$ cat config.mk
export PLATFORM = sky130hd
export DESIGN_NAME = dlim_regs
export DESIGN_NICKNAME = d
export VERILOG_FILES = /design/src/hw/dlim_pkg.sv /design/src/hw/dlim_clamp_if.sv /design/src/hw/dlim_clamp.sv /design/src/hw/dlim_regs.sv
export VERILOG_INCLUDE_DIRS = /design/src /design/src/hw
export SDC_FILE = /design/constraint.sdc
export NUM_CORES = 1
export LEC_CHECK = 0
export BUFFER_PORTS_ARGS = -buffer_cell sky130_fd_sc_hd__clkbuf_2
export CORE_MARGIN = 5
export CORE_UTILIZATION = 50
export DETAILED_ROUTE_END_ITERATION = 6
export PLACE_DENSITY = 0.77
export SLEW_MARGIN = 5
export SYNTH_ARGS = -nofsm -noshare
export SYNTH_HDL_FRONTEND = slang
export SYNTH_HIERARCHICAL = 1
export SYNTH_SLANG_ARGS = --single-unit
$ cat constraint.sdc
create_clock -name core_clk -period 5.93 [get_ports core_clk]
set_input_delay 1.186 -clock core_clk [delete_from_list [all_inputs] [get_ports core_clk]]
set_output_delay 1.186 -clock core_clk [all_outputs]
set_load 0.05 [all_outputs]
$ cat src/hw/dlim_defines.svh
// Register offsets, field positions and reset values of the limit/mask bank.
// Assumes byte-wide registers behind an 8-bit address port.
`ifndef DLIM_DEFINES_SVH
`define DLIM_DEFINES_SVH

// ----------------------------------------------------------------------
// Register offsets
// ----------------------------------------------------------------------
`define DLIM_OFF_CAL          8'h3C
`define DLIM_OFF_RANGE_LOW    8'h41
`define DLIM_OFF_RANGE_HIGH   8'h42
`define DLIM_OFF_IRQ_EN_LOW   8'h43
`define DLIM_OFF_REF_STATUS   8'h60
`define DLIM_OFF_CLAMP_STATUS 8'h61
`define DLIM_OFF_CLAMP_MASK   8'h62
`define DLIM_OFF_CLAMP_LIVE   8'h63

// ----------------------------------------------------------------------
// Reset values
// ----------------------------------------------------------------------
`define DLIM_RST_CAL          8'h00
`define DLIM_RST_RANGE_LOW    8'h76
`define DLIM_RST_RANGE_HIGH   8'h00
`define DLIM_RST_IRQ_EN_LOW   8'h00
`define DLIM_RST_STATUS       8'h00
`define DLIM_RST_CLAMP_MASK   8'h00

// ----------------------------------------------------------------------
// Field positions
// ----------------------------------------------------------------------
`define DLIM_RANGE_HIGH_MSB   1
`define DLIM_RANGE_W          10
`define DLIM_CLAMP_MAIN_BIT   0
`define DLIM_CLAMP_AUX_BIT    1
`define DLIM_CLAMP_USED_MASK  8'h03

`endif

$ cat src/hw/dlim_pkg.sv
// Types shared by the limit/mask bank, its port checker and its bench.
// Assumes nothing beyond a SystemVerilog compiler.
package dlim_pkg;

    typedef logic [7:0] dlim_byte_t;
    typedef logic [7:0] dlim_addr_t;

    typedef enum {
        DLIM_SEL_NONE,
        DLIM_SEL_CAL,
        DLIM_SEL_RANGE_LOW,
        DLIM_SEL_RANGE_HIGH,
        DLIM_SEL_IRQ_EN_LOW,
        DLIM_SEL_REF_STATUS,
        DLIM_SEL_CLAMP_STATUS,
        DLIM_SEL_CLAMP_MASK,
        DLIM_SEL_CLAMP_LIVE
    } dlim_sel_t;

endpackage

$ cat src/hw/dlim_clamp_if.sv
// Link between the register bank and one clamp stage.
// Assumes both ends share one clock.
`timescale 1ns/10ps

interface dlim_clamp_if #(
    parameter int OFF_W = 24
);
    logic signed [OFF_W-1:0] offset;
    logic        [OFF_W-1:0] bound;
    logic signed [OFF_W-1:0] limited;
    logic                    hit;

    modport ctrl  (output offset, output bound, input  limited, input  hit);
    modport clamp (input  offset, input  bound, output limited, output hit);
endinterface

$ cat src/hw/dlim_clamp.sv
// Symmetric clamp of a signed frequency offset to plus or minus a bound.
// Assumes the bound stays below half the signed range of the offset.
`timescale 1ns/10ps

module dlim_clamp #(
    parameter int OFF_W = 24
) (
    // Clock and reset
    input  wire logic   core_clk,
    input  wire logic   sys_rst,
    // Offset in, limited offset out
    dlim_clamp_if.clamp cif
);

    logic signed [OFF_W-1:0] pos_bound;
    logic signed [OFF_W-1:0] neg_bound;

    assign pos_bound = $signed(cif.bound);
    assign neg_bound = -$signed(cif.bound);

    // ------------------------------------------------------------------
    // Clamp register
    // ------------------------------------------------------------------
    always_ff @(posedge core_clk) begin
        if (sys_rst) begin
            cif.limited <= '0;
            cif.hit     <= 1'b0;
        end else if (cif.offset > pos_bound) begin
            cif.limited <= pos_bound;
            cif.hit     <= 1'b1;
        end else if (cif.offset < neg_bound) begin
            cif.limited <= neg_bound;
            cif.hit     <= 1'b1;
        end else begin
            cif.limited <= cif.offset;
            cif.hit     <= 1'b0;
        end
    end

endmodule // dlim_clamp

$ cat src/hw/dlim_regs.sv
// Pull-in limit and input interrupt enable bank with two offset clamps.
// Assumes a byte register port on core_clk; read data one cycle later.
//
// Functional notes
// - Limit is high[1:0] joined with low[7:0]
// - Limit bounds both main and aux loops
// - Low limit register resets to 0x76
// - Offsets corrected by oscillator calibration value
// - Enable bit n gates reference input n
// - Input enable register resets to zero
//
// The implementer's own choice: the plain strobed port.
`timescale 1ns/10ps
`include "dlim_defines.svh"

module dlim_regs #(
    parameter int OFF_W     = 24,
    parameter int STEP      = 1,
    parameter int CAL_SHIFT = 0
) (
    // Clock and reset
    input  wire logic                    core_clk,
    input  wire logic                    sys_rst,
    // Register port
    input  wire dlim_pkg::dlim_addr_t    reg_addr,
    input  wire dlim_pkg::dlim_byte_t    reg_wdata,
    input  wire logic                    reg_wr,
    input  wire logic                    reg_rd,
    output      dlim_pkg::dlim_byte_t    reg_rdata,
    // Raw offsets against the local crystal
    input  wire logic signed [OFF_W-1:0] main_freq_raw,
    input  wire logic signed [OFF_W-1:0] aux_freq_raw,
    // Reference input events
    input  wire logic [7:0]              ref_event,
    // Limited offsets
    output      logic signed [OFF_W-1:0] main_freq_lim,
    output      logic signed [OFF_W-1:0] aux_freq_lim,
    output      logic                    main_limit_hit,
    output      logic                    aux_limit_hit,
    // Limit value and interrupt
    output      logic [9:0]              pull_range_value,
    output      logic                    irq
);

    import dlim_pkg::*;

    // ------------------------------------------------------------------
    // Elaboration checks
    // ------------------------------------------------------------------
    localparam longint MAX_BOUND = longint'(1023) * longint'(STEP);

    if (OFF_W < 12 || OFF_W > 48) begin : g_chk_off_w
        $error("OFF_W out of range");
    end

    if (STEP < 1) begin : g_chk_step
        $error("STEP must be at least one");
    end

    if (MAX_BOUND >= (longint'(1) <<< (OFF_W - 1))) begin : g_chk_bound
        $error("STEP too large for OFF_W");
    end

    if (CAL_SHIFT < 0 || CAL_SHIFT > OFF_W - 8) begin : g_chk_cal
        $error("CAL_SHIFT out of range");
    end

    if (`DLIM_RANGE_W != 10 || `DLIM_RANGE_HIGH_MSB != `DLIM_RANGE_W - 9) begin : g_chk_range
        $error("Limit field layout inconsistent");
    end

    if (`DLIM_CLAMP_MAIN_BIT > 1 || `DLIM_CLAMP_AUX_BIT > 1) begin : g_chk_hit_pos
        $error("Clamp status bit outside field");
    end

    if (`DLIM_CLAMP_MAIN_BIT == `DLIM_CLAMP_AUX_BIT) begin : g_chk_hit_dup
        $error("Clamp status bits overlap");
    end

    // ------------------------------------------------------------------
    // Address decode
    // ------------------------------------------------------------------
    function automatic dlim_sel_t decode(input dlim_addr_t addr);
        dlim_sel_t sel;
        sel = DLIM_SEL_NONE;
        unique case (addr)
            `DLIM_OFF_CAL:          sel = DLIM_SEL_CAL;
            `DLIM_OFF_RANGE_LOW:    sel = DLIM_SEL_RANGE_LOW;
            `DLIM_OFF_RANGE_HIGH:   sel = DLIM_SEL_RANGE_HIGH;
            `DLIM_OFF_IRQ_EN_LOW:   sel = DLIM_SEL_IRQ_EN_LOW;
            `DLIM_OFF_REF_STATUS:   sel = DLIM_SEL_REF_STATUS;
            `DLIM_OFF_CLAMP_STATUS: sel = DLIM_SEL_CLAMP_STATUS;
            `DLIM_OFF_CLAMP_MASK:   sel = DLIM_SEL_CLAMP_MASK;
            `DLIM_OFF_CLAMP_LIVE:   sel = DLIM_SEL_CLAMP_LIVE;
            default:                sel = DLIM_SEL_NONE;
        endcase
        return sel;
    endfunction

    dlim_sel_t wr_sel;
    dlim_sel_t rd_sel;

    assign wr_sel = reg_wr ? decode(reg_addr) : DLIM_SEL_NONE;
    assign rd_sel = reg_rd ? decode(reg_addr) : DLIM_SEL_NONE;

    // ------------------------------------------------------------------
    // Per-register write and read-clear strobes
    // ------------------------------------------------------------------
    logic wr_cal;
    logic wr_range_low;
    logic wr_range_high;
    logic wr_irq_en_low;
    logic wr_clamp_mask;
    logic clr_ref_status;
    logic clr_clamp_status;

    assign wr_cal           = (wr_sel == DLIM_SEL_CAL);
    assign wr_range_low     = (wr_sel == DLIM_SEL_RANGE_LOW);
    assign wr_range_high    = (wr_sel == DLIM_SEL_RANGE_HIGH);
    assign wr_irq_en_low    = (wr_sel == DLIM_SEL_IRQ_EN_LOW);
    assign wr_clamp_mask    = (wr_sel == DLIM_SEL_CLAMP_MASK);
    assign clr_ref_status   = (rd_sel == DLIM_SEL_REF_STATUS);
    assign clr_clamp_status = (rd_sel == DLIM_SEL_CLAMP_STATUS);

    // ------------------------------------------------------------------
    // Offset correction, shared by both paths
    // ------------------------------------------------------------------
    dlim_byte_t cal_q;

    function automatic logic signed [OFF_W-1:0] correct(
        input logic signed [OFF_W-1:0] raw,
        input dlim_byte_t              cal
    );
        logic signed [OFF_W-1:0] cal_ext;
        cal_ext = OFF_W'($signed(cal)) <<< CAL_SHIFT;
        return OFF_W'(raw + cal_ext);
    endfunction

    // ------------------------------------------------------------------
    // Configuration registers
    // ------------------------------------------------------------------
    dlim_byte_t range_low_q;
    logic [1:0] range_high_q;
    dlim_byte_t irq_en_low_q;
    dlim_byte_t clamp_mask_q;

    always_ff @(posedge core_clk) begin
        if (sys_rst) begin
            cal_q <= `DLIM_RST_CAL;
        end else if (wr_cal) begin
            cal_q <= reg_wdata;
        end
    end

    always_ff @(posedge core_clk) begin
        if (sys_rst) begin
            range_low_q <= `DLIM_RST_RANGE_LOW;
        end else if (wr_range_low) begin
            range_low_q <= reg_wdata;
        end
    end

    always_ff @(posedge core_clk) begin
        if (sys_rst) begin
            range_high_q <= 2'(`DLIM_RST_RANGE_HIGH);
        end else if (wr_range_high) begin
            range_high_q <= reg_wdata[`DLIM_RANGE_HIGH_MSB:0];
        end
    end

    always_ff @(posedge core_clk) begin
        if (sys_rst) begin
            irq_en_low_q <= `DLIM_RST_IRQ_EN_LOW;
        end else if (wr_irq_en_low) begin
            irq_en_low_q <= reg_wdata;
        end
    end

    always_ff @(posedge core_clk) begin
        if (sys_rst) begin
            clamp_mask_q <= `DLIM_RST_CLAMP_MASK;
        end else if (wr_clamp_mask) begin
            clamp_mask_q <= reg_wdata & `DLIM_CLAMP_USED_MASK;
        end
    end

    assign pull_range_value = {range_high_q, range_low_q};

    // ------------------------------------------------------------------
    // Bound and corrected offsets
    // ------------------------------------------------------------------
    logic [OFF_W-1:0]        bound_q;
    logic signed [OFF_W-1:0] main_corr_q;
    logic signed [OFF_W-1:0] aux_corr_q;

    always_ff @(posedge core_clk) begin
        if (sys_rst) begin
            bound_q <= '0;
        end else begin
            bound_q <= OFF_W'(OFF_W'(pull_range_value) * OFF_W'(STEP));
        end
    end

    always_ff @(posedge core_clk) begin
        if (sys_rst) begin
            main_corr_q <= '0;
            aux_corr_q  <= '0;
        end else begin
            main_corr_q <= correct(main_freq_raw, cal_q);
            aux_corr_q  <= correct(aux_freq_raw, cal_q);
        end
    end

    // ------------------------------------------------------------------
    // Clamp stages, one per loop
    // ------------------------------------------------------------------
    dlim_clamp_if #(.OFF_W(OFF_W)) main_cif ();
    dlim_clamp_if #(.OFF_W(OFF_W)) aux_cif ();

    assign main_cif.offset = main_corr_q;
    assign main_cif.bound  = bound_q;
    assign aux_cif.offset  = aux_corr_q;
    assign aux_cif.bound   = bound_q;

    dlim_clamp #(
        .OFF_W (OFF_W)
    ) u_main_clamp (
        .core_clk (core_clk),
        .sys_rst  (sys_rst),
        .cif      (main_cif)
    );

    dlim_clamp #(
        .OFF_W (OFF_W)
    ) u_aux_clamp (
        .core_clk (core_clk),
        .sys_rst  (sys_rst),
        .cif      (aux_cif)
    );

    assign main_freq_lim  = main_cif.limited;
    assign aux_freq_lim   = aux_cif.limited;
    assign main_limit_hit = main_cif.hit;
    assign aux_limit_hit  = aux_cif.hit;

    // ------------------------------------------------------------------
    // Sticky event status
    // ------------------------------------------------------------------
    dlim_byte_t ref_status_q;
    logic [1:0] clamp_status_q;
    logic [1:0] hit_prev_q;
    logic [1:0] hit_rise;
    logic [1:0] hit_now;

    always_comb begin
        hit_now                       = 2'h0;
        hit_now[`DLIM_CLAMP_MAIN_BIT] = main_cif.hit;
        hit_now[`DLIM_CLAMP_AUX_BIT]  = aux_cif.hit;
    end

    assign hit_rise = hit_now & ~hit_prev_q;

    always_ff @(posedge core_clk) begin
        if (sys_rst) begin
            hit_prev_q <= 2'h0;
        end else begin
            hit_prev_q <= hit_now;
        end
    end

    // Set wins over read clear
    function automatic dlim_byte_t sticky_next(
        input dlim_byte_t old_bits,
        input dlim_byte_t set_bits,
        input logic       clear
    );
        return clear ? set_bits : (old_bits | set_bits);
    endfunction

    always_ff @(posedge core_clk) begin
        if (sys_rst) begin
            ref_status_q <= `DLIM_RST_STATUS;
        end else begin
            ref_status_q <= sticky_next(ref_status_q, ref_event, clr_ref_status);
        end
    end

    always_ff @(posedge core_clk) begin
        if (sys_rst) begin
            clamp_status_q <= 2'h0;
        end else begin
            clamp_status_q <= 2'(sticky_next({6'h00, clamp_status_q}, {6'h00, hit_rise},
                                             clr_clamp_status));
        end
    end

    // ------------------------------------------------------------------
    // Interrupt output
    // ------------------------------------------------------------------
    logic irq_d;
    logic ref_pend;
    logic clamp_pend;

    // Bit n of the enable gates reference input n
    assign ref_pend   = |(ref_status_q & irq_en_low_q);
    assign clamp_pend = |(clamp_status_q & clamp_mask_q[1:0]);
    assign irq_d      = ref_pend | clamp_pend;

    always_ff @(posedge core_clk) begin
        if (sys_rst) begin
            irq <= 1'b0;
        end else begin
            irq <= irq_d;
        end
    end

    // ------------------------------------------------------------------
    // Read data
    // ------------------------------------------------------------------
    dlim_byte_t rdata_d;

    always_comb begin
        rdata_d = 8'h00;
        unique case (rd_sel)
            DLIM_SEL_NONE:         rdata_d = 8'h00;
            DLIM_SEL_CAL:          rdata_d = cal_q;
            DLIM_SEL_RANGE_LOW:    rdata_d = range_low_q;
            DLIM_SEL_RANGE_HIGH:   rdata_d = {6'h00, range_high_q};
            DLIM_SEL_IRQ_EN_LOW:   rdata_d = irq_en_low_q;
            DLIM_SEL_REF_STATUS:   rdata_d = ref_status_q;
            DLIM_SEL_CLAMP_STATUS: rdata_d = {6'h00, clamp_status_q};
            DLIM_SEL_CLAMP_MASK:   rdata_d = clamp_mask_q;
            DLIM_SEL_CLAMP_LIVE:   rdata_d = {6'h00, hit_now};
        endcase
    end

    always_ff @(posedge core_clk) begin
        if (sys_rst) begin
            reg_rdata <= 8'h00;
        end else begin
            reg_rdata <= rdata_d;
        end
    end

endmodule // dlim_regs

# [Word level (Yosys, flattened, before mapping)]
# Index checks and enable logic that the tools add are counted.
[totals] regBits=171 inputBits=76 output_inout_bits=69 word_cells=72
[op_classes] add_sub_neg=3 magnitude_cmp=4 n_eq_ne=23 mux=14 bitwise_logic=7 n_reduce_logical=3
[ops] cell="$eq A32 B3 Y1 const B" n=6
[ops] cell="$eq A32 B4 Y1 const B" n=5
[ops] cell="$eq A32 B2 Y1 const B" n=3
[ops] cell="$mux W24" n=4
[ops] cell="$pmux W8 S9" n=1
[ops] cell="$mux W32" n=2
[ops] cell="$eq A8 B7 Y1 const B" n=7
[ops] cell="$add A24 B8 Y24" n=2
[ops] cell="$gt A24 B24 Y1" n=2
[ops] cell="$lt A24 B24 Y1" n=2
[ops] cell="$eq A32 B1 Y1 const B" n=1
[ops] cell="$logic_not A32 Y1" n=1
[ops] cell="$pmux W4 S8" n=1
[ops] cell="$neg A24 Y24" n=1
[ops] cell="$and A8 B8 Y8" n=1
[ops] cell="$eq A8 B6 Y1 const B" n=1
[ops] cell="$mux W8" n=1
[ops] cell="$or A8 B8 Y8" n=1
[ops] cell="$reduce_or A8 Y1" n=1
[ops] cell="$and A2 B2 Y2" n=2
[ops] cell="$mux W1" n=4
[ops] cell="$mux W2" n=1
[ops] cell="$not A2 Y2" n=1
[ops] cell="$or A2 B2 Y2" n=1
[ops] cell="2 further kinds" n=2

# [Longest topological paths before layout]
# Gate-level depths: netlist (run 1).
[depth] depth_word=5 mapped_depth=19 mapped_depth_nobuf=17

# [By module]
# The synthesis (run 1) kept the hierarchy.
[by_module_without_submodules] module="dlim_regs" n_inst=1 cells_per_inst=632 area_each_um2=5825.6 seq_area_each_um2=2142.1
[by_module_without_submodules] module="dlim_clamp at u_main_clamp" n_inst=1 cells_per_inst=353 area_each_um2=2861.5 seq_area_each_um2=500.5
[by_module_without_submodules] module="dlim_clamp at u_aux_clamp" n_inst=1 cells_per_inst=333 area_each_um2=2737.6 seq_area_each_um2=500.5

# [Worst setup path before layout (run 1)]
# Ideal clock, no wire load.
[synth_path] kind="reg-to-reg" startpoint="register bound_q[2] (netlist: aux_cif.bound[2])" endpoint="register u_aux_clamp.cif.limited[12]" setup_ps=120 arrival_ps=3689 t_required_ps=5810 slack_ps=2121 path_stages_with_launch=17 n_path_buf=1 period_less_slack_ps=3809 cell_sequence="dfxtp_1 nor3_4 nand2_2 or4_1 nor3_2 and3_1 xnor2_1 ha_1 a21o_1 nand3_1 a211oi_1 a2111oi_2 nand2_2 xnor2_2 clkbuf_1 and2_1 o31a_1"
[synth_via] elab_chain_cells=4 word_cells_on_any_way=5 classes_between="1 x add/sub; 2 x order compare; 2 x mux"
[synth_rtl] element="start, declared" line_no="dlim_regs.sv:192" rtl="logic [OFF_W-1:0] bound_q;"
[synth_rtl] element="start signal, assigned" line_no="dlim_regs.sv:200" rtl="bound_q <= OFF_W'(OFF_W'(pull_range_value) * OFF_W'(STEP));"
[synth_rtl] element="$neg A24 Y24" line_no="dlim_clamp.sv:19" rtl="assign neg_bound = -$signed(cif.bound);"
[synth_rtl] element="$lt A24 B24 Y1" line_no="dlim_clamp.sv:31" rtl="end else if (cif.offset < neg_bound) begin"
[synth_rtl] element="$mux W24" line_no="dlim_clamp.sv:31"
[synth_rtl] element="$mux W24 *" line_no="dlim_clamp.sv:28" rtl="end else if (cif.offset > pos_bound) begin"
[synth_rtl] element="end signal, assigned" line_no="dlim_clamp.sv:29" rtl="cif.limited <= pos_bound;"
[synth_rtl] element="end signal, assigned" line_no="dlim_clamp.sv:32" rtl="cif.limited <= neg_bound;"
[synth_rtl] element="end signal, assigned" line_no="dlim_clamp.sv:35" rtl="cif.limited <= cif.offset;"
[synth_rtl] element="end, declared" line_no="dlim_clamp_if.sv:14" rtl="modport clamp (input offset, input bound, output limited, output hit);"
# Mark *: on every way between the ends. The rest lies on a longest branch, timed or not.
# A chain may end at the register's enable or synchronous reset.

# [Final worst setup path (run 1)]
# Ends and elaborated chain as after synthesis.

==> results.sh, run 1 <==
export IMPL_status="finished, final reports clean"
export IMPL_path_class="reg -> reg"
export IMPL_maxCapViolations=0
export IMPL_critPathArrivalTime_ns=4.87
export IMPL_synth_distinct_cells=95
export IMPL_avgSynthCellArea_um2=8.67
export IMPL_clock_sinks=157
export IMPL_finalClockSkew_ns=0.0119
export IMPL_slew_headroom_pct=30.0
export IMPL_ios=145
export IMPL_cts_clk_slew_worst_paths_ns=0.07
export IMPL_grt_pass1_wl_mm=51.0
export IMPL_diodes=0
export IMPL_drv_slew=0
export IMPL_r2r_start="aux_cif.bound[2]"
export IMPL_area_delta_synth_final_pct=16.4
export IMPL_antenna_left=0
export IMPL_cts_tree="yes"
export IMPL_slowest_stage="xnor2_2"
export IMPL_r2r_cells=14
export IMPL_start_kind="flip-flop"
export IMPL_clockBufferDepth=2
export IMPL_syn_area_um2=11400
export IMPL_clock_latency_ns=0.44
export IMPL_cts_root_buf="clkbuf_16"
export IMPL_placed_cell_area_um2=12600
export IMPL_yosysTopAreaCellShare_pct=27.5
export IMPL_drtIter0Drc=911
export IMPL_gp_congestion=0.938
export IMPL_ys_seq_area_share_pct=27.5
export IMPL_hold_viol=0
export IMPL_crit_fanout=25
export IMPL_postCtsSetupRepairBufs=0
export IMPL_cts_resized=0
export IMPL_num_vias=10400
export IMPL_drt_pass1_iterations=5
export IMPL_hold_path_startpoint="aux_cif.offset[0]"
export IMPL_synth_ff_type="dfxtp_1"
export IMPL_h_tree_depth=4
export IMPL_vias_per_cell=5.74
export IMPL_peakVddDrop_mv=0.189
export IMPL_setup_ws_ns=1.39
export IMPL_fmax_mhz=220
export IMPL_synth_edff_count=0
export IMPL_nets=1736
export IMPL_ys_ff_latch=157
export IMPL_worst_slew_pin_slew_ns=1.05
export IMPL_grt_ovfl_total=0
export IMPL_start_util_pct=50.6
export IMPL_setup_tns_ns=0
export IMPL_wl_per_cell_um=17.3
export IMPL_place_detailed_hpwl_mm=24.1
export IMPL_io_buffers=144
export IMPL_grt_pass1_vias=9933
export IMPL_finalSetupViolCount=0
export IMPL_die_w_um=161
export IMPL_die_y_um=161
export IMPL_powerDensity_nw_per_um2=241
export IMPL_fin_crit_sh_pct=76.6
export IMPL_totalWireLength_mm=31.4
export IMPL_grt_usage_pct=23.8
export IMPL_p_leak_nw=6.09
export IMPL_async_flop_share_pct=0
export IMPL_whs_ns=0.485
export IMPL_dieArea_um2=26000
export IMPL_synthTopCellsByArea="dfxtp_1 (28%), ha_1 (16%), a21oi_1 (4.7%), mux2i_1 (4.7%), nor2_1 (4.5%)"
export IMPL_rrSetupSlack_ns=1.39
export IMPL_rsz0062_at_grt="no"
export IMPL_finalPower_w=0.00320
export IMPL_fin_crit_ns=4.54
export IMPL_layout_drive_gt1_share_pct=15.4
export IMPL_rr_endpoint="u_aux_clamp/cif.limited[12]"
export IMPL_drc=0
export IMPL_grt_max_degree=75
export IMPL_worst_hold_path_endpoint="u_aux_clamp/cif.limited[0]"
export IMPL_cp_required_ns=6.26
export IMPL_yosysWarnings=6
export IMPL_final_area_um2=13300
export IMPL_synth_top_cell_by_area="dfxtp_1"
export IMPL_crit_chain="nor3_4, nand2_2, nor4_4, nand2_4, nor4_1, xnor2_1, ha_1, a21o_1, a21o_1, a2111oi_2, nand2_2, xnor2_2, nor2_1, o31a_1"
export IMPL_cp_slowest_stage_delay_ns=0.84
export IMPL_hp_class="reg -> reg"
export IMPL_num_rows=55
export IMPL_cts_buffers=17
export IMPL_core_um2=22600
export IMPL_end_kind="flip-flop"
export IMPL_postSynthCellCount=1318
export IMPL_dp_worst_setup_slack_ns=1.44
export IMPL_hold_path_cell_count=2
export IMPL_antenna_found_initial=1
export IMPL_hold_buffers=0
## power by group
| part | leakage [nW] | internal (W) | switching (W) |
|---|---|---|---|
| sequential | 1.30 | 0.00113 | 0.0000552 |
| combinational | 4.47 | 0.000251 | 0.000501 |
| clock | 0.316 | 0.000793 | 0.000475 |
| total | 6.09 | 0.00217 | 0.00103 |
## stage by stage
step                      util [%]  std cells
after global placement        56.0       1782
final                         58.9       1813
after CTS                     58.9       1813
after floorplan                  -       1395
after detailed placement      56.0       1782
after global routing          58.9       1813
## registers in the layout, summed over array words and instances (netlist names)
| signal | flops |
|---|---|
| u_aux_clamp/cif.limited | 24 |
| hit_prev_q | 2 |
| main_cif.offset | 24 |
| range_low_q | 8 |
| aux_cif.offset | 24 |
| range_high_q | 2 |
| aux_cif.bound | 10 |
| clamp_status_q | 2 |
| cal_q | 8 |
| irq | 1 |
| u_main_clamp/cif.hit | 1 |
| u_aux_clamp/cif.hit | 1 |
| u_main_clamp/cif.limited | 24 |
| clamp_mask_q | 2 |
| reg_rdata | 8 |
| ref_status_q | 8 |
| irq_en_low_q | 8 |
## logic make-up (layout without fill, tap and decap cells)
family / count (synthesis) / after routing / synth area share (%)
xor gates and xnor gates: 73 / 73 / 5.73
other: 1 / 78 / 0.0328
buffers and inverters: 119 / 252 / 4.27
adders and majority gates: 144 / 144 / 15.9
muxes: 67 / 67 / 6.21
and+or+nand+nor: 418 / 418 / 19.5
DFF: 157 / 157 / 27.5
AOI/OAI and AO/OA: 339 / 339 / 20.8
## routing by layer
metal	global-route usage [%]	part of all wire (%)	routed length, um
met5	0	0.045	14
met3	4.87	7.4	2330
met2	36.6	43	13600
met4	7.17	2.1	656
met1	33.6	47	14800
## synthesized netlist by cell type, types with 4 or more instances
cell type  number
dfxtp_1       157
ha_1          142
nor2_1        138
a21oi_1       108
inv_1          67
xnor2_1        55
mux2i_1        54
nand2_1        49
o21ai_0        39
nor2b_1        38
nor3_1         35
a21o_1         34
nand3_1        33
nand4_1        31
clkbuf_1       29
o32ai_1        23
a211oi_1       16
and3_1         16
xor2_1         16
and2_1         15
o31a_1         15
o21a_1         14
nor4_1         11
buf_2           9
a211o_1         8
a31oi_1         7
mux2_2          7
o211a_1         7
a222oi_1        6
o211ai_1        6
a311oi_1        5
o21bai_1        5
o31ai_1         5
or3_1           5
buf_1           4
buf_4           4
mux2_1          4
nand2_2         4
nand2b_1        4
nand4b_1        4
nor3b_2         4
o221a_2         4
or4_1           4
## final cells by class
type	count	area (um2)
sequential	157	3140
multi-input combinational	1119	8100
fill	2023	9270
timing repair buffer	150	768
inverter	71	267
clock buffer	18	429
clock inverter	13	239
tap	285	357
## how the worst max path moves through the flow
| stage | start | to | slack [ns] | depth (start not counted) |
|---|---|---|---|---|
| after global placement | aux_cif.bound[2] | u_aux_clamp/cif.limited[1] | 1.51 | 15 |
| after detailed placement | aux_cif.bound[2] | u_aux_clamp/cif.limited[12] | 1.44 | 15 |
| after CTS | aux_cif.bound[2] | u_aux_clamp/cif.limited[1] | 1.42 | 15 |
| after floorplan | aux_cif.bound[2] | u_aux_clamp/cif.limited[12] | 2.12 | 16 |
| after global routing | aux_cif.bound[0] | u_aux_clamp/cif.limited[9] | 1.07 | 15 |
| final | aux_cif.bound[2] | u_aux_clamp/cif.limited[12] | 1.39 | 14 |
## cells in the final DEF, fill, tap and decap left out, types with 23 or more instances in the layout
master	count
conb_1	78
xnor2_1	55
mux2i_1	53
nor3_1	34
o32ai_1	23
a21oi_1	108
ha_1	142
dfxtp_1	157
nor2b_1	38
inv_1	67
nand3_1	33
clkbuf_2	143
a21o_1	34
nand2_1	49
o21ai_0	39
nand4_1	31
nor2_1	138
## critical path: cells and delay by family (launching register included)
| family | cells | cell delay, ns |
|---|---|---|
| simple gates | 7 | 1.58 |
| compound gates | 4 | 1.10 |
| xor+xnor | 2 | 1.03 |
| flops | 1 | 0.43 |
| fa+ha+maj | 1 | 0.28 |
(Power assumes the default switching activity.)
==> run 2: changes to the inputs <==
clock period = 4.6 ns   (was 5.93 ns; I/O delays follow)
==> run 2 against run 1 <==
Compared with the run above:
- the run now ends with design-rule violations left
- non-clock buffer count up 8
- fmax grew 5.1%
- via count rose by 2.2%
- core utilization fell by 0.12 points
- critical endpoint is now u_main_clamp/cif.limited[0]
- count of clock-buffer cells in the layout is 1 lower
==> results.sh, run 2 (synthesis results as in run 1) <==
export IMPL_final_cell_mix="dfxtp_1 (157), clkbuf_2 (143), ha_1 (142)"
export IMPL_slowest_stage="and4_1"
export IMPL_crit_fanout=17
export IMPL_hold_viol=0
export IMPL_cts_resized=0
export IMPL_grt_usage_pct=23.7
export IMPL_final_common_cell="dfxtp_1"
export IMPL_r2r_cells=12
export IMPL_rr_endpoint="u_main_clamp/cif.limited[0]"
export IMPL_cts_root_buf="clkbuf_16"
export IMPL_combPwrFrac_pct=25.2
export IMPL_slew_headroom_pct=29.8
export IMPL_hold_path_startpoint="aux_cif.offset[0]"
export IMPL_num_rows=55
export IMPL_place_detailed_hpwl_mm=24.1
export IMPL_worst_slew_pin_slew_ns=1.05
export IMPL_drv_slew=0
export IMPL_vias_per_cell=5.84
export IMPL_cts_clk_slew_worst_paths_ns=0.07
export IMPL_fmax_mhz=232
export IMPL_maxCapViolations=0
export IMPL_rrSetupSlack_ns=0.28
export IMPL_p_sw_share_pct=34.7
export IMPL_p_leak_nw=6.09
export IMPL_antenna_left=0
export IMPL_seqPwrFrac_pct=38.9
export IMPL_status="complete, but fails checks"
export IMPL_path_class="reg -> reg"
export IMPL_fin_crit_ns=4.32
export IMPL_end_kind="flip-flop"
export IMPL_peakVddDrop_mv=0.263
export IMPL_totalWireLength_mm=31.4
export IMPL_ios=145
export IMPL_start_util_pct=50.6
export IMPL_rsz0062_at_grt="no"
export IMPL_drt_pass1_iterations=7
export IMPL_drc=1
export IMPL_worst_hold_path_endpoint="u_aux_clamp/cif.limited[0]"
export IMPL_cp_required_ns=4.95
export IMPL_crit_chain="nor4_2, nand4_1, nor4_1, xnor2_1, ha_1, nand4_1, nor2_1, a22oi_1, and4_1, nor2_4, or4_1, a21oi_1"
export IMPL_r2r_start="aux_cif.bound[9]"
export IMPL_setup_tns_ns=0
export IMPL_layout_drive_gt1_share_pct=16.0
export IMPL_wl_per_cell_um=17.2
export IMPL_h_tree_depth=4
export IMPL_antenna_found_initial=2
export IMPL_finalClockSkew_ns=0.0120
export IMPL_nets=1745
export IMPL_grt_pass1_wl_mm=50.9
export IMPL_hold_path_cell_count=2
export IMPL_p_sw_w=0.00136
export IMPL_area_delta_synth_final_pct=16.2
export IMPL_cts_tree="yes"
export IMPL_die_w_um=161
export IMPL_cp_slowest_stage_delay_ns=0.61
export IMPL_gp_congestion=0.980
export IMPL_start_kind="flip-flop"
export IMPL_fin_crit_sh_pct=93.9
export IMPL_cp_startpoint="aux_cif.bound[9]"
export IMPL_num_vias=10600
export IMPL_drtIter0Drc=764
export IMPL_violations="design-rule violations"
export IMPL_dp_worst_setup_slack_ns=0.441
export IMPL_clock_latency_ns=0.44
export IMPL_diodes=0
export IMPL_postCtsSetupRepairBufs=0
export IMPL_hp_class="reg -> reg"
export IMPL_clkPwrFrac_pct=35.9
export IMPL_cpMostUsedCell="nand4_1"
export IMPL_dieArea_um2=26000
export IMPL_hold_buffers=0
export IMPL_grt_pass1_vias=10300
export IMPL_io_buffers=144
export IMPL_cts_buffers=17
export IMPL_die_y_um=161
export IMPL_setup_ws_ns=0.281
export IMPL_critPathArrivalTime_ns=4.67
export IMPL_clock_sinks=157
export IMPL_clockBufferDepth=2
export IMPL_grt_ovfl_total=0
export IMPL_grt_max_degree=68
export IMPL_core_um2=22600
export IMPL_powerDensity_nw_per_um2=294
export IMPL_finalSetupViolCount=0
export IMPL_power_internal_w=0.00255
-- run 2: cell types whose count changed in the layout (fill, tap and decap cells not counted), sizes merged --
cell      previous run  this run
inv                 72        79
clkinv               3         4
clkbuf             161       160
nor2               140       141
buf                  7        15
bufinv               6         1
clkinvlp             3         2
-- run 2: final cells by class --
type / instances / area, um2
tap: 285 / 357
timing repair buffer: 158 / 828
fill: 1987 / 9300
clock inverter: 15 / 150
clock buffer: 17 / 425
inverter: 71 / 267
sequential: 157 / 3140
multi-input combinational: 1120 / 8100
-- run 2: metrics by stage --
| step | util, % | instances | instance area, um2 | hold slack, ns | total power, W |
|---|---|---|---|---|---|
| 3_3_place_gp | 56.2 | 1790 | 12700 | 0.462 | 0.00248 |
| 2_1_floorplan | - | 1395 | 11700 | 0.444 | 0.00226 |
| 4_1_cts | 58.8 | 1822 | 13300 | 0.483 | 0.00390 |
| 6_report | 58.8 | 1823 | 13300 | 0.483 | 0.00390 |
| 3_5_place_dp | 56.2 | 1790 | 12700 | 0.476 | 0.00250 |
| 5_1_grt | 58.8 | 1823 | 13300 | 0.541 | 0.00408 |
-- run 2: power by group through the flow --
stage | Sequential [W] | Clock (W) | Combinational, W
2_1_floorplan | 0.00172 | 0 | 0.000538
3_3_place_gp | 0.00155 | 0 | 0.000935
4_1_cts | 0.00152 | 0.00142 | 0.000962
6_report | 0.00152 | 0.00140 | 0.000983
3_5_place_dp | 0.00155 | 0 | 0.000956
5_1_grt | 0.00153 | 0.00148 | 0.00107
-- run 2: worst max path at each step --
stage,to,slack (ns),depth (start not counted)
final,u_main_clamp/cif.limited[0],0.28,12
after global routing,u_main_clamp/cif.limited[0],0.004,12
after CTS,u_main_clamp/cif.limited[3],0.41,12
after detailed placement,u_main_clamp/cif.limited[3],0.44,12
after global placement,u_main_clamp/cif.limited[3],0.49,12
after floorplan,u_aux_clamp/cif.limited[12],0.79,16
-- run 2: critical path, delay by kind of cell, from the launching register on --
kind / cells / cell delay (ns)
xor+xnor: 1 / 0.19
compound gates: 2 / 0.49
simple gates: 8 / 2.85
fa+ha+maj: 1 / 0.29
flops: 1 / 0.41
-- run 2: routing by layer --
metal  part of all wire, %  vias up  routed length (um)  track usage (%)
met5                 0.067        -                  21                0
met4                   2.3        4                 728             7.75
met3                   8.6       65                2700             6.28
met2                    43      452               13600             36.8
met1                    46     4914               14400             32.1
li1                      -     5204                   -                -
==> run 3: changes to the inputs <==
--- a/config.mk
+++ b/config.mk
@@ -11,2 +11,3 @@
 export CORE_UTILIZATION = 50
+export CTS_CLUSTER_SIZE = 30
 export DETAILED_ROUTE_END_ITERATION = 6
==> constraint.sdc (replaced) <==
create_clock -name core_clk -period 4.6 [get_ports core_clk]
set_input_delay 0.69 -clock core_clk [delete_from_list [all_inputs] [get_ports core_clk]]
set_output_delay 0.69 -clock core_clk [all_outputs]
set_load 0.05 [all_outputs]
==> run 3 against run 2 <==
Compared with the run above:
- count of clock-buffer cells in the layout increased by 2
- clock power about the same
- worst setup slack improved by 0.056 ns
- the run now ends clean
- total power increased by 0.13%
- die area unchanged
- first-iteration DRC count increased by 24%
- sequential share of layout area about the same
- fmax increased by 1.3%
==> results.sh, run 3 (synthesis results as in run 1) <==
export IMPL_start_kind="flip-flop"
export IMPL_hp_class="in -> reg"
export IMPL_drt_pass1_iterations=7
export IMPL_cpMostUsedCell="ha_1"
export IMPL_end_kind="flip-flop"
export IMPL_place_detailed_hpwl_mm=24.2
export IMPL_num_vias=10700
export IMPL_finalSetupViolCount=0
export IMPL_diodes=0
export IMPL_setup_tns_ns=0
export IMPL_cp_required_ns=4.93
export IMPL_path_delay_family="simple AND/OR/NAND/NOR gates"
export IMPL_dr_wl_met2_mm=13.9
export IMPL_h_tree_depth=4
export IMPL_fmax_mhz=235
export IMPL_clock_latency_ns=0.44
export IMPL_io_buffers=144
export IMPL_slew_headroom_pct=27.4
export IMPL_antenna_found_initial=2
export IMPL_crit_fanout=22
export IMPL_rsz0062_at_grt="no"
export IMPL_setup_ws_ns=0.337
export IMPL_clock_sinks=157
export IMPL_clockBufferDepth=2
export IMPL_hold_path_startpoint="ref_event[1]"
export IMPL_cts_clk_slew_worst_paths_ns=0.08
export IMPL_num_rows=55
export IMPL_power_internal_w=0.00260
export IMPL_p_sw_share_pct=33.6
export IMPL_totalWireLength_mm=31.4
export IMPL_p_leak_nw=6.09
export IMPL_die_w_um=161
export IMPL_crit_chain="inv_1, ha_1, nor3b_2, and3_1, nand3_1, nor3_1, xnor2_1, ha_1, nand4_1, a211oi_1, a2111oi_2, nand2_2, xor2_2, buf_4, a21oi_1, o32ai_1"
export IMPL_cts_buffers=17
export IMPL_ios=145
export IMPL_grt_usage_pct=23.7
export IMPL_critPathArrivalTime_ns=4.60
export IMPL_slowest_stage="a2111oi_2"
export IMPL_die_y_um=161
export IMPL_drtIter0Drc=947
export IMPL_cp_startpoint="aux_cif.bound[0]"
export IMPL_dp_worst_setup_slack_ns=0.413
export IMPL_grt_pass1_vias=10100
export IMPL_gp_congestion=0.977
export IMPL_clkPwrFrac_pct=36.1
export IMPL_drc=0
export IMPL_dieArea_um2=26000
export IMPL_status="finished, final reports clean"
export IMPL_maxCapViolations=0
export IMPL_grt_pass1_wl_mm=50.9
export IMPL_grt_ovfl_total=0
export IMPL_highest_layer="met5"
export IMPL_nets=1744
export IMPL_multi_input_area_um2=8100
export IMPL_wl_met1_mm=14.2
export IMPL_antenna_left=0
export IMPL_area_delta_synth_final_pct=16.2
export IMPL_route_met3_wl_mm=2.66
export IMPL_r2r_start="aux_cif.bound[0]"
export IMPL_worst_path_buf_inv=2
export IMPL_cts_root_buf="clkbuf_16"
export IMPL_core_um2=22600
export IMPL_fin_crit_sh_pct=92.7
export IMPL_vias_per_cell=5.86
export IMPL_start_util_pct=50.6
export IMPL_hold_viol=0
export IMPL_layout_drive_gt1_share_pct=15.8
export IMPL_final_cell_mix="dfxtp_1 (157), clkbuf_2 (143), ha_1 (142)"
export IMPL_register_area_um2=3140
export IMPL_peakVddDrop_mv=0.287
export IMPL_cts_tree="yes"
export IMPL_powerDensity_nw_per_um2=294
export IMPL_drv_slew=0
export IMPL_combPwrFrac_pct=25.0
export IMPL_final_common_cell="dfxtp_1"
export IMPL_p_sw_w=0.00131
export IMPL_wl_per_cell_um=17.3
export IMPL_seqPwrFrac_pct=38.9
export IMPL_path_class="reg -> reg"
export IMPL_worst_slew_pin_slew_ns=1.09
export IMPL_hold_buffers=0
export IMPL_grt_max_degree=65
export IMPL_finalClockSkew_ns=0.0190
export IMPL_fin_crit_ns=4.26
export IMPL_num_fill_cells=2005
export IMPL_cp_slowest_stage_delay_ns=0.43
## run 3: layer usage
| metal | track usage (%) | up-vias |
|---|---|---|
| met5 | 0 | - |
| met4 | 7.06 | 4 |
| met3 | 5.59 | 57 |
| met2 | 37.0 | 469 |
| met1 | 32.8 | 4937 |
| li1 | - | 5204 |
## run 3: final timing paths
path | to | slack [ns] | depth (start not counted)
worst max-delay path | u_aux_clamp/cif.limited[4] | 0.34 | 16
worst min-delay path | ref_status_q[1] | 0.46 | 3
worst max register to register | u_aux_clamp/cif.limited[4] | 0.34 | 16
worst min register to register | u_aux_clamp/cif.limited[0] | 0.47 | 2
## run 3: layout make-up
| type | count | area share, % |
|---|---|---|
| clock buffers | 19 | 3.34 |
| flip-flops and latches | 157 | 23.7 |
| clock inverters | 12 | 1.06 |
| repair buffers | 158 | 6.24 |
| inverters | 71 | 2.01 |
| multi-input cells | 1119 | 61.0 |
| well taps | 285 | 2.69 |
## run 3: timing repair
action	in CTS	in global routing
setup buffers	0	0
hold endpoints to repair	0	0
setup endpoints to repair	0	1
resized for setup	0	1
## run 3: through the flow
step / utilization (%) / hold WS [ns] / std cells / power [W] / cell area [um2]
finish: 58.8 / 0.463 / 1821 / 0.00391 / 13300
global route: 58.8 / 0.477 / 1821 / 0.00408 / 13300
detailed placement: 56.2 / 0.477 / 1790 / 0.00250 / 12700
floorplan: - / 0.444 / 1395 / 0.00226 / 11700
CTS: 58.8 / 0.457 / 1821 / 0.00391 / 13300
global placement: 56.2 / 0.461 / 1790 / 0.00248 / 12700
## run 3: worst register-to-register path: stages, from the launching register on
cell and delay, ns:
dfxtp_1 0.40, inv_1 0.09, ha_1 0.22, nor3b_2 0.32
and3_1 0.33, nand3_1 0.25, nor3_1 0.34, xnor2_1 0.19
ha_1 0.28, nand4_1 0.16, a211oi_1 0.08, a2111oi_2 0.43
nand2_2 0.20, xor2_2 0.15, buf_4 0.31, a21oi_1 0.13
o32ai_1 0.28
## run 3: power groups by stage
stage	logic [W]	clock network, W	registers [W]
2_1_floorplan	0.000538	0	0.00172
3_3_place_gp	0.000935	0	0.00155
3_5_place_dp	0.000954	0	0.00155
4_1_cts	0.000962	0.00143	0.00152
5_1_grt	0.00106	0.00149	0.00153
6_report	0.000977	0.00141	0.00152
